File: src/rld_pkg.sv
// Package with constants for the repeat loop and divide unit
package rld_pkg;
  localparam logic [3:0]  ADDR_LOOP_COUNTER = 4'h0;
  localparam logic [3:0]  ADDR_STATUS       = 4'h4;
  localparam logic [3:0]  ADDR_INT_CTRL_FOUR = 4'h8;
  localparam logic [31:0] LOOP_COUNTER_RST  = 32'h0000_0000;
  localparam int          LOOP_ACTIVE_BIT   = 4;
  localparam int          DIV_ERR_BIT       = 0;
  localparam int          LIT_WIDTH         = 20;
  localparam int          ITER_SHORT        = 6;
  localparam int          ITER_LONG         = 10;
  localparam int          BUBBLES_RETURN    = 2;
  localparam logic [2:0]  DIV_FRAC_16_16    = 3'h0;
  localparam logic [2:0]  DIV_FRAC_32_16    = 3'h1;
  localparam logic [2:0]  DIV_FRAC_32_32    = 3'h2;
  localparam logic [2:0]  DIV_INT_16_16     = 3'h3;
  localparam logic [2:0]  DIV_INT_32_16     = 3'h4;
  localparam logic [2:0]  DIV_INT_32_32     = 3'h5;
endpackage : rld_pkg

File: src/rld_core.sv
// Repeat loop control and iterative divide unit
//
// Decided for this implementation: the register addresses and the plain strobed port.
`timescale 1ns/1ns
module rld_core #(
  parameter int LIT_W = rld_pkg::LIT_WIDTH
) (
  input  wire logic        CLK,
  input  wire logic        SRST,
  input  wire logic [3:0]  REG_ADDR,
  input  wire logic [31:0] REG_WDATA,
  input  wire logic        REG_WR,
  input  wire logic        REG_RD,
  output logic      [31:0] REG_RDATA,
  input  wire logic        REPEAT_VALID,
  input  wire logic        REPEAT_USE_REG,
  input  wire logic [19:0] REPEAT_LITERAL,
  input  wire logic [31:0] REPEAT_REG_VALUE,
  input  wire logic        TARGET_DONE,
  input  wire logic        IRQ_ENTRY,
  input  wire logic        IRQ_RETURN,
  input  wire logic        STACKED_LOOP_ACTIVE,
  output logic             STACK_LOOP_ACTIVE,
  output logic             PC_HOLD,
  output logic             FETCH_BUBBLE,
  output logic             LOOP_ACTIVE,
  input  wire logic        DIV_VALID,
  input  wire logic [2:0]  DIV_MODE,
  input  wire logic        DIV_SIGNED,
  input  wire logic        DIV_FIRST,
  input  wire logic [31:0] DIV_DIVIDEND,
  input  wire logic [31:0] DIV_DIVISOR,
  input  wire logic [31:0] DIV_REM_IN,
  input  wire logic [31:0] DIV_QUO_IN,
  input  wire logic [3:0]  DIV_DEST,
  output logic             WREG_WE,
  output logic      [3:0]  WREG_QUO_ADDR,
  output logic      [3:0]  WREG_REM_ADDR,
  output logic      [31:0] WREG_QUO_DATA,
  output logic      [31:0] WREG_REM_DATA,
  output logic             MATH_TRAP
);
  logic [31:0] count_q, count_d;
  logic        active_q, active_d;
  logic        saved_q, saved_d;
  logic [1:0]  bubble_q, bubble_d;
  logic        div_err_q, div_err_d;
  logic        trap_q, trap_d;
  logic        we_q, we_d;
  logic [3:0]  qa_q, qa_d, ra_q, ra_d;
  logic [31:0] qd_q, qd_d, rd_q, rd_d;
  logic [31:0] rdata_q, rdata_d;
  logic        bub_out_q, bub_out_d;

  localparam int WORD_W = 32;
  localparam int STEP_S = WORD_W / rld_pkg::ITER_SHORT + 1;
  localparam int STEP_L = WORD_W / rld_pkg::ITER_LONG + 1;

  logic [31:0] load_value;
  logic        long_div;
  logic        div_neg_a, div_neg_b;
  logic [31:0] mag_a, mag_b;
  logic [31:0] step_rem_in, step_quo_in;
  logic [31:0] step_rem_s, step_quo_s, step_rem_l, step_quo_l;
  logic [5:0]  shifts_s, shifts_l;

  function automatic logic [31:0] abs32(input logic [31:0] v, input logic sgn);
    abs32 = (sgn && v[31]) ? (~v + 32'h0000_0001) : v;
  endfunction : abs32

  // Shifts owed by this pass; the loop counter tells which pass it is, and software saves it across interrupts
  function automatic logic [5:0] pass_shifts(input logic [31:0] cnt, input int iters, input int step);
    int done;
    done = 0;
    if (cnt < 32'(iters)) begin
      done = (iters - 1 - int'(cnt)) * step;
    end
    if (done >= WORD_W) begin
      pass_shifts = 6'h00;
    end else if (WORD_W - done < step) begin
      pass_shifts = 6'(WORD_W - done);
    end else begin
      pass_shifts = 6'(step);
    end
  endfunction : pass_shifts

  // Loop count source: zero-extended literal or register contents
  assign load_value = REPEAT_USE_REG ? REPEAT_REG_VALUE : {{(32 - LIT_W){1'b0}}, REPEAT_LITERAL[LIT_W-1:0]};
  assign long_div   = (DIV_MODE == rld_pkg::DIV_FRAC_32_32) || (DIV_MODE == rld_pkg::DIV_INT_32_32);

  // Repeat loop control
  always_comb begin
    count_d  = count_q;
    active_d = active_q;
    saved_d  = saved_q;
    bubble_d = bubble_q;
    if (bubble_q != 2'h0) begin
      bubble_d = bubble_q - 2'h1;
    end
    if (REPEAT_VALID) begin
      count_d  = load_value;
      active_d = (load_value != 32'h0000_0000);
    end else if (IRQ_ENTRY) begin
      saved_d  = active_q;
      active_d = 1'b0;
    end else if (IRQ_RETURN) begin
      // Restore flag only if the loop still has count; cleared counter ends it
      active_d = STACKED_LOOP_ACTIVE && (count_q != 32'h0000_0000);
      bubble_d = 2'(rld_pkg::BUBBLES_RETURN);
    end else if (TARGET_DONE && active_q) begin
      count_d  = count_q - 32'h0000_0001;
      active_d = (count_q != 32'h0000_0001);
    end
    if (REG_WR && REG_ADDR == rld_pkg::ADDR_LOOP_COUNTER && !REPEAT_VALID) begin
      count_d = REG_WDATA;
      if (REG_WDATA == 32'h0000_0000) begin
        active_d = 1'b0;
      end
    end
    bub_out_d = (bubble_d != 2'h0);
  end

  // Divider datapath; signed forms work on magnitudes and fix signs at the end
  assign div_neg_b = DIV_SIGNED && DIV_DIVISOR[31];
  assign mag_b     = abs32(DIV_DIVISOR, DIV_SIGNED);
  always_comb begin
    logic [31:0] ext;
    ext = DIV_DIVIDEND;
    if (DIV_MODE == rld_pkg::DIV_INT_16_16 || DIV_MODE == rld_pkg::DIV_FRAC_16_16) begin
      ext = {{16{DIV_SIGNED & DIV_DIVIDEND[15]}}, DIV_DIVIDEND[15:0]};
    end
    // Sign taken after extension, so 16/16 forms look at bit 15 of the dividend
    div_neg_a = DIV_SIGNED && ext[31];
    mag_a     = abs32(ext, DIV_SIGNED);
    if (DIV_FIRST) begin
      step_rem_in = 32'h0000_0000;
      step_quo_in = mag_a;
    end else begin
      step_rem_in = DIV_REM_IN;
      step_quo_in = DIV_QUO_IN;
    end
  end

  assign shifts_s = pass_shifts(count_q, rld_pkg::ITER_SHORT, STEP_S);
  assign shifts_l = pass_shifts(count_q, rld_pkg::ITER_LONG, STEP_L);

  rld_div_step #(.STEP_BITS(STEP_S)) u_step_short (
    .rem_in  (step_rem_in),
    .quo_in  (step_quo_in),
    .divisor (mag_b),
    .shifts  (shifts_s),
    .rem_out (step_rem_s),
    .quo_out (step_quo_s)
  );
  rld_div_step #(.STEP_BITS(STEP_L)) u_step_long (
    .rem_in  (step_rem_in),
    .quo_in  (step_quo_in),
    .divisor (mag_b),
    .shifts  (shifts_l),
    .rem_out (step_rem_l),
    .quo_out (step_quo_l)
  );

  // Each step except a first step with a zero divisor, which traps, writes back the partial pair so an interrupt loses nothing
  always_comb begin
    we_d      = 1'b0;
    qa_d      = qa_q;
    ra_d      = ra_q;
    qd_d      = qd_q;
    rd_d      = rd_q;
    trap_d    = 1'b0;
    div_err_d = div_err_q;
    if (DIV_VALID) begin
      we_d = 1'b1;
      qa_d = DIV_DEST;
      ra_d = DIV_DEST + 4'h1;
      qd_d = long_div ? step_quo_l : step_quo_s;
      rd_d = long_div ? step_rem_l : step_rem_s;
      if (DIV_FIRST && DIV_DIVISOR == 32'h0000_0000) begin
        we_d      = 1'b0;
        trap_d    = 1'b1;
        div_err_d = 1'b1;
      end else if (count_q == 32'h0000_0000) begin
        // Last pass: the pair held magnitudes so far, so signs are applied once here
        if (div_neg_a ^ div_neg_b) begin
          qd_d = ~qd_d + 32'h0000_0001;
        end
        if (div_neg_a) begin
          rd_d = ~rd_d + 32'h0000_0001;
        end
      end
    end
    // A trap in the same cycle as the clear keeps the flag set
    if (REG_WR && REG_ADDR == rld_pkg::ADDR_INT_CTRL_FOUR && !REG_WDATA[rld_pkg::DIV_ERR_BIT] && !trap_d) begin
      div_err_d = 1'b0;
    end
  end

  always_comb begin
    rdata_d = 32'h0000_0000;
    if (REG_RD) begin
      unique case (REG_ADDR)
        rld_pkg::ADDR_LOOP_COUNTER: rdata_d = count_q;
        rld_pkg::ADDR_STATUS:       rdata_d[rld_pkg::LOOP_ACTIVE_BIT] = active_q;
        rld_pkg::ADDR_INT_CTRL_FOUR: rdata_d[rld_pkg::DIV_ERR_BIT] = div_err_q;
        default:                    rdata_d = 32'h0000_0000;
      endcase
    end
  end

  always_ff @(posedge CLK) begin
    if (SRST) begin
      count_q   <= rld_pkg::LOOP_COUNTER_RST;
      active_q  <= 1'b0;
      saved_q   <= 1'b0;
      bubble_q  <= 2'h0;
      div_err_q <= 1'b0;
      trap_q    <= 1'b0;
      we_q      <= 1'b0;
      qa_q      <= 4'h0;
      ra_q      <= 4'h0;
      qd_q      <= 32'h0000_0000;
      rd_q      <= 32'h0000_0000;
      rdata_q   <= 32'h0000_0000;
      bub_out_q <= 1'b0;
    end else begin
      count_q   <= count_d;
      active_q  <= active_d;
      saved_q   <= saved_d;
      bubble_q  <= bubble_d;
      div_err_q <= div_err_d;
      trap_q    <= trap_d;
      we_q      <= we_d;
      qa_q      <= qa_d;
      ra_q      <= ra_d;
      qd_q      <= qd_d;
      rd_q      <= rd_d;
      rdata_q   <= rdata_d;
      bub_out_q <= bub_out_d;
    end
  end

  assign REG_RDATA         = rdata_q;
  assign LOOP_ACTIVE       = active_q;
  assign PC_HOLD           = active_q;
  assign STACK_LOOP_ACTIVE = saved_q;
  assign FETCH_BUBBLE      = bub_out_q;
  assign WREG_WE           = we_q;
  assign WREG_QUO_ADDR     = qa_q;
  assign WREG_REM_ADDR     = ra_q;
  assign WREG_QUO_DATA     = qd_q;
  assign WREG_REM_DATA     = rd_q;
  assign MATH_TRAP         = trap_q;
endmodule : rld_core

File: src/rld_div_step.sv
// One iteration of the restoring divider: a few quotient bits per call
`timescale 1ns/1ns
module rld_div_step #(
  parameter int STEP_BITS = 6
) (
  input  wire logic [31:0] rem_in,
  input  wire logic [31:0] quo_in,
  input  wire logic [31:0] divisor,
  input  wire logic [5:0]  shifts,
  output logic      [31:0] rem_out,
  output logic      [31:0] quo_out
);
  // Rem/quotient shift pair; the long partial remainder is 33 bits to keep the carry
  always_comb begin
    logic [32:0] r;
    logic [31:0] q;
    r = {1'b0, rem_in};
    q = quo_in;
    // Passes past the last dividend bit must not shift, or the finished pair would be spoiled
    for (int i = 0; i < STEP_BITS; i++) begin
      if (i < int'(shifts)) begin
        r = {r[31:0], q[31]};
        q = {q[30:0], 1'b0};
        if (r >= {1'b0, divisor}) begin
          r = r - {1'b0, divisor};
          q[0] = 1'b1;
        end
      end
    end
    rem_out = r[31:0];
    quo_out = q;
  end
endmodule : rld_div_step

File: config.mk
export PLATFORM = sky130hd
export DESIGN_NAME = rld_core
export DESIGN_NICKNAME = d
export VERILOG_FILES = /design/src/rld_pkg.sv /design/src/rld_core.sv /design/src/rld_div_step.sv
export SDC_FILE = /design/constraint.sdc
export NUM_CORES = 2
export LEC_CHECK = 0
export ABC_CLOCK_PERIOD_IN_PS = 33300
export BUFFER_PORTS_ARGS = -buffer_cell sky130_fd_sc_hd__buf_2
export CORE_ASPECT_RATIO = 1.2
export CORE_MARGIN = 5
export CORE_UTILIZATION = 45
export CTS_CLUSTER_DIAMETER = 60
export CTS_CLUSTER_SIZE = 30
export DETAILED_ROUTE_END_ITERATION = 6
export GPL_TIMING_DRIVEN = 0
export PLACE_DENSITY = 0.6
export REMOVE_ABC_BUFFERS = 1
export SETUP_SLACK_MARGIN = 0.3
export SYNTH_ARGS = -nofsm -noshare
export SYNTH_HDL_FRONTEND = slang
export SYNTH_HIERARCHICAL = 1
export SYNTH_SLANG_ARGS = --single-unit
File: constraint.sdc
create_clock -name CLK -period 33.3 [get_ports CLK]
set_clock_uncertainty 0.2 [all_clocks]
set_input_delay 3.33 -clock CLK [delete_from_list [all_inputs] [get_ports CLK]]
set_output_delay 3.33 -clock CLK [all_outputs]
set_load 0.1 [all_outputs]
==> run metrics <==
outcome=finished, violations left; failing checks=capacitance limit, slew limit; CP max stage delay=1.00 ns; grt ovf=0; WL final=209.3 mm; vias post-DR=53261; async set or reset register ratio after synthesis=0%; area growth from synthesis to layout=8.155%; post-synthesis cell type count=125; Post-Place Cells=7857; Hold/Removal Path Class=reg2reg; die area=0.1045 mm²; CP Capture Type=flip-flop; final net count=7244; Initial Utilization=45.46%; Max Slew Vio Count=10; Least-Margin Pin Slew=1.547 ns; GRT Total Usage=37.11%; WP data required=33.47 ns; Core Util, Final=49.17%; I/O Buffers=345; initial antenna violation count=7; Slew HR=-3.115%; antenna viol nets, final=0; Core ar.=0.09712 mm²; Vias/cell=6.739; Die X=296.0 µm; CTS tree=yes; Max Clk Rate=0.03167 GHz; critical path type=in2reg; CTS Buffer Depth=2; total CTS buffers=17; Clock Sinks=144; Worst-path clk slew=0.07 ns; cell count after synthesis=6577; Ys Warns=6; CTS root buf=clkbuf_16; first drt pass iteration count=6; Die Y=353.1 µm; fin cells=7903; RSZ-0062 raised after global routing=false; Rows=125; CP Data Arrival Time=31.75 ns; CTS Hold Bufs=0; DP Wirelength=167.0 mm; Fin. Hold Viols=0; register area share after synthesis=6.529%; GP Congestion=1.035; global-route wire length before repair=302.0 mm; Critical Path Start Type=input port; initial DRC count=5931; post-route minimum period=31.57 ns; final period utilization=94.82%; Synth Cell Area=0.04415 mm²; final count of negative-setup-slack endpoints=0; Main synth FF type=dfxtp_1; vias in the first global route=48652; synthesized area per cell=6.714 µm²; WL/cell=26.48 µm; H-tree depth=4; #FFs+latches synth=144; max-cap viol count=1; share of cells above drive strength 1=10.41%; CP max stage cell=a221oi_1; largest net degree at the start of global routing=92; CP max FO=26; DRC violations left=0; worst skew pair latency=0.44 ns; number of synthesized flops with an enable pin=0; num ports=346; Final TNS setup=0 ns
-- final cells by class --
class,instances,area (µm²)
Antenna cell,3,7.507
Clock buffer,19,452.9
Clock inverter,13,175.2
Fill cell,10171,49370
Inverter,271,1020
Multi-Input combinational cell,5791,39090
Sequential cell,144,2883
Tap cell,1270,1589
Timing Repair Buffer,392,2539
-- synth_stat cells (85+ instances only) --
cell type	number	area [µm²]
ha_1	380	4755
a211oi_1	133	998.5
nor2b_1	99	619.3
clkbuf_1	284	1066
and2_1	94	588.1
dfxtp_1	144	2883
nor2_1	679	2549
a21o_1	139	1044
a21oi_1	584	2923
xnor2_1	280	2452
nor3_1	178	890.9
nand3_1	167	835.8
mux2i_1	202	2022
o21ai_0	417	2087
inv_1	270	1013
a31oi_1	140	875.8
o211ai_1	114	855.8
nand2b_1	85	531.8
nand2_1	602	2260
nand4_1	109	681.9
xor2_1	145	1270
-- path summary, 6_finish.rpt --
kind,startpoint,to,slack (ns),cells after the start
hold / removal,bubble_q[0]$_SDFF_PP0_,bubble_q[0]$_SDFF_PP0_,0.24,1
hold reg to reg,bubble_q[0]$_SDFF_PP0_,bubble_q[0]$_SDFF_PP0_,0.24,1
setup / recovery,DIV_DIVISOR[7],WREG_REM_DATA[28]$_SDFFE_PP0P_,1.73,93
setup reg to reg,count_q[6]$_SDFFE_PP0P_,WREG_REM_DATA[28]$_SDFFE_PP0P_,1.79,101
-- sequential cells by signal (all words and copies together), names as in the netlist, 2 cells and up --
| name | cells |
|---|---|
| bubble_q | 2 |
| WREG_REM_DATA | 32 |
| WREG_QUO_DATA | 32 |
| count_q | 32 |
| REG_RDATA | 32 |
| WREG_QUO_ADDR | 4 |
| WREG_REM_ADDR | 4 |
-- cell usage in the layout, fill, tap and decap left out, types with 23 or more instances in the layout --
master,instances
nand2b_1,83
inv_1,270
o21ai_0,412
xor2_1,144
nor2b_1,99
a31oi_1,140
a221oi_1,42
a21oi_1,580
nor2_1,666
a211o_1,31
and3_1,64
a211oi_1,129
buf_2,341
mux2i_1,201
nand2_1,595
o211ai_1,114
or3_1,76
o22ai_1,83
o21a_1,82
xnor2_1,277
o21bai_1,53
o31ai_1,53
nor4_1,68
mux2_2,59
and2_1,95
o221ai_1,31
a22oi_1,23
nand4_1,109
ha_1,380
nand3_1,167
or2_2,28
nor3_1,175
a21o_1,138
dfxtp_1,144
-- worst max-delay path: cells and delay by family --
kind,cells,cell delay [ns]
buffers and inverters,4,0.98
and+or+nand+nor,29,7.69
adders and majority gates,6,2.45
AOI/OAI and AO/OA,49,15.63
muxes,3,0.83
xor gates and xnor gates,2,0.70
-- repair_timing --
action                     in CTS  in global routing
resized for setup              25                 24
setup endpoints to repair      64                 62
gates cloned                    1                  3
setup buffers                   2                  4
pin swaps                       0                  4
-- logic make-up (layout without fill, tap and decap cells) --
kind of cell	after synthesis	after routing	share of synthesized area, %
AND/OR/NAND/NOR	2359	2360	25.79
other	1	16	0.008493
flip-flops	144	144	6.529
buffers and inverters	658	695	6.022
multiplexers	270	270	6.415
XOR/XNOR	425	425	8.430
adder cells (fa/ha/maj)	391	391	11.27
AO/OA/AOI/OAI	2329	2332	35.54
-- metal layers --
layer / track usage, % / part of all wire, % / vias to the layer above
met2: 59.56 / 44 / 2952
met4: 29.50 / 10 / 8
met3: 4.475 / 8.2 / 733
met1: 44.56 / 38 / 24852
li1: - / - / 24716
met5: 0 / 0.023 / -
-- stage by stage --
stage,setup slack [ns],hold WS [ns],cell area [µm²]
detailed placement,-3.298,0.2263,46790
floorplan,2.854,0.2059,42560
global route,0.2934,0.2698,47750
finish,1.726,0.2421,47760
CTS,0.3180,0.2355,47550
global placement,-12.17,0.2130,45870
Power is not shown: default switching activity piles up to over one toggle a cycle in this logic, so the estimate is an artifact.
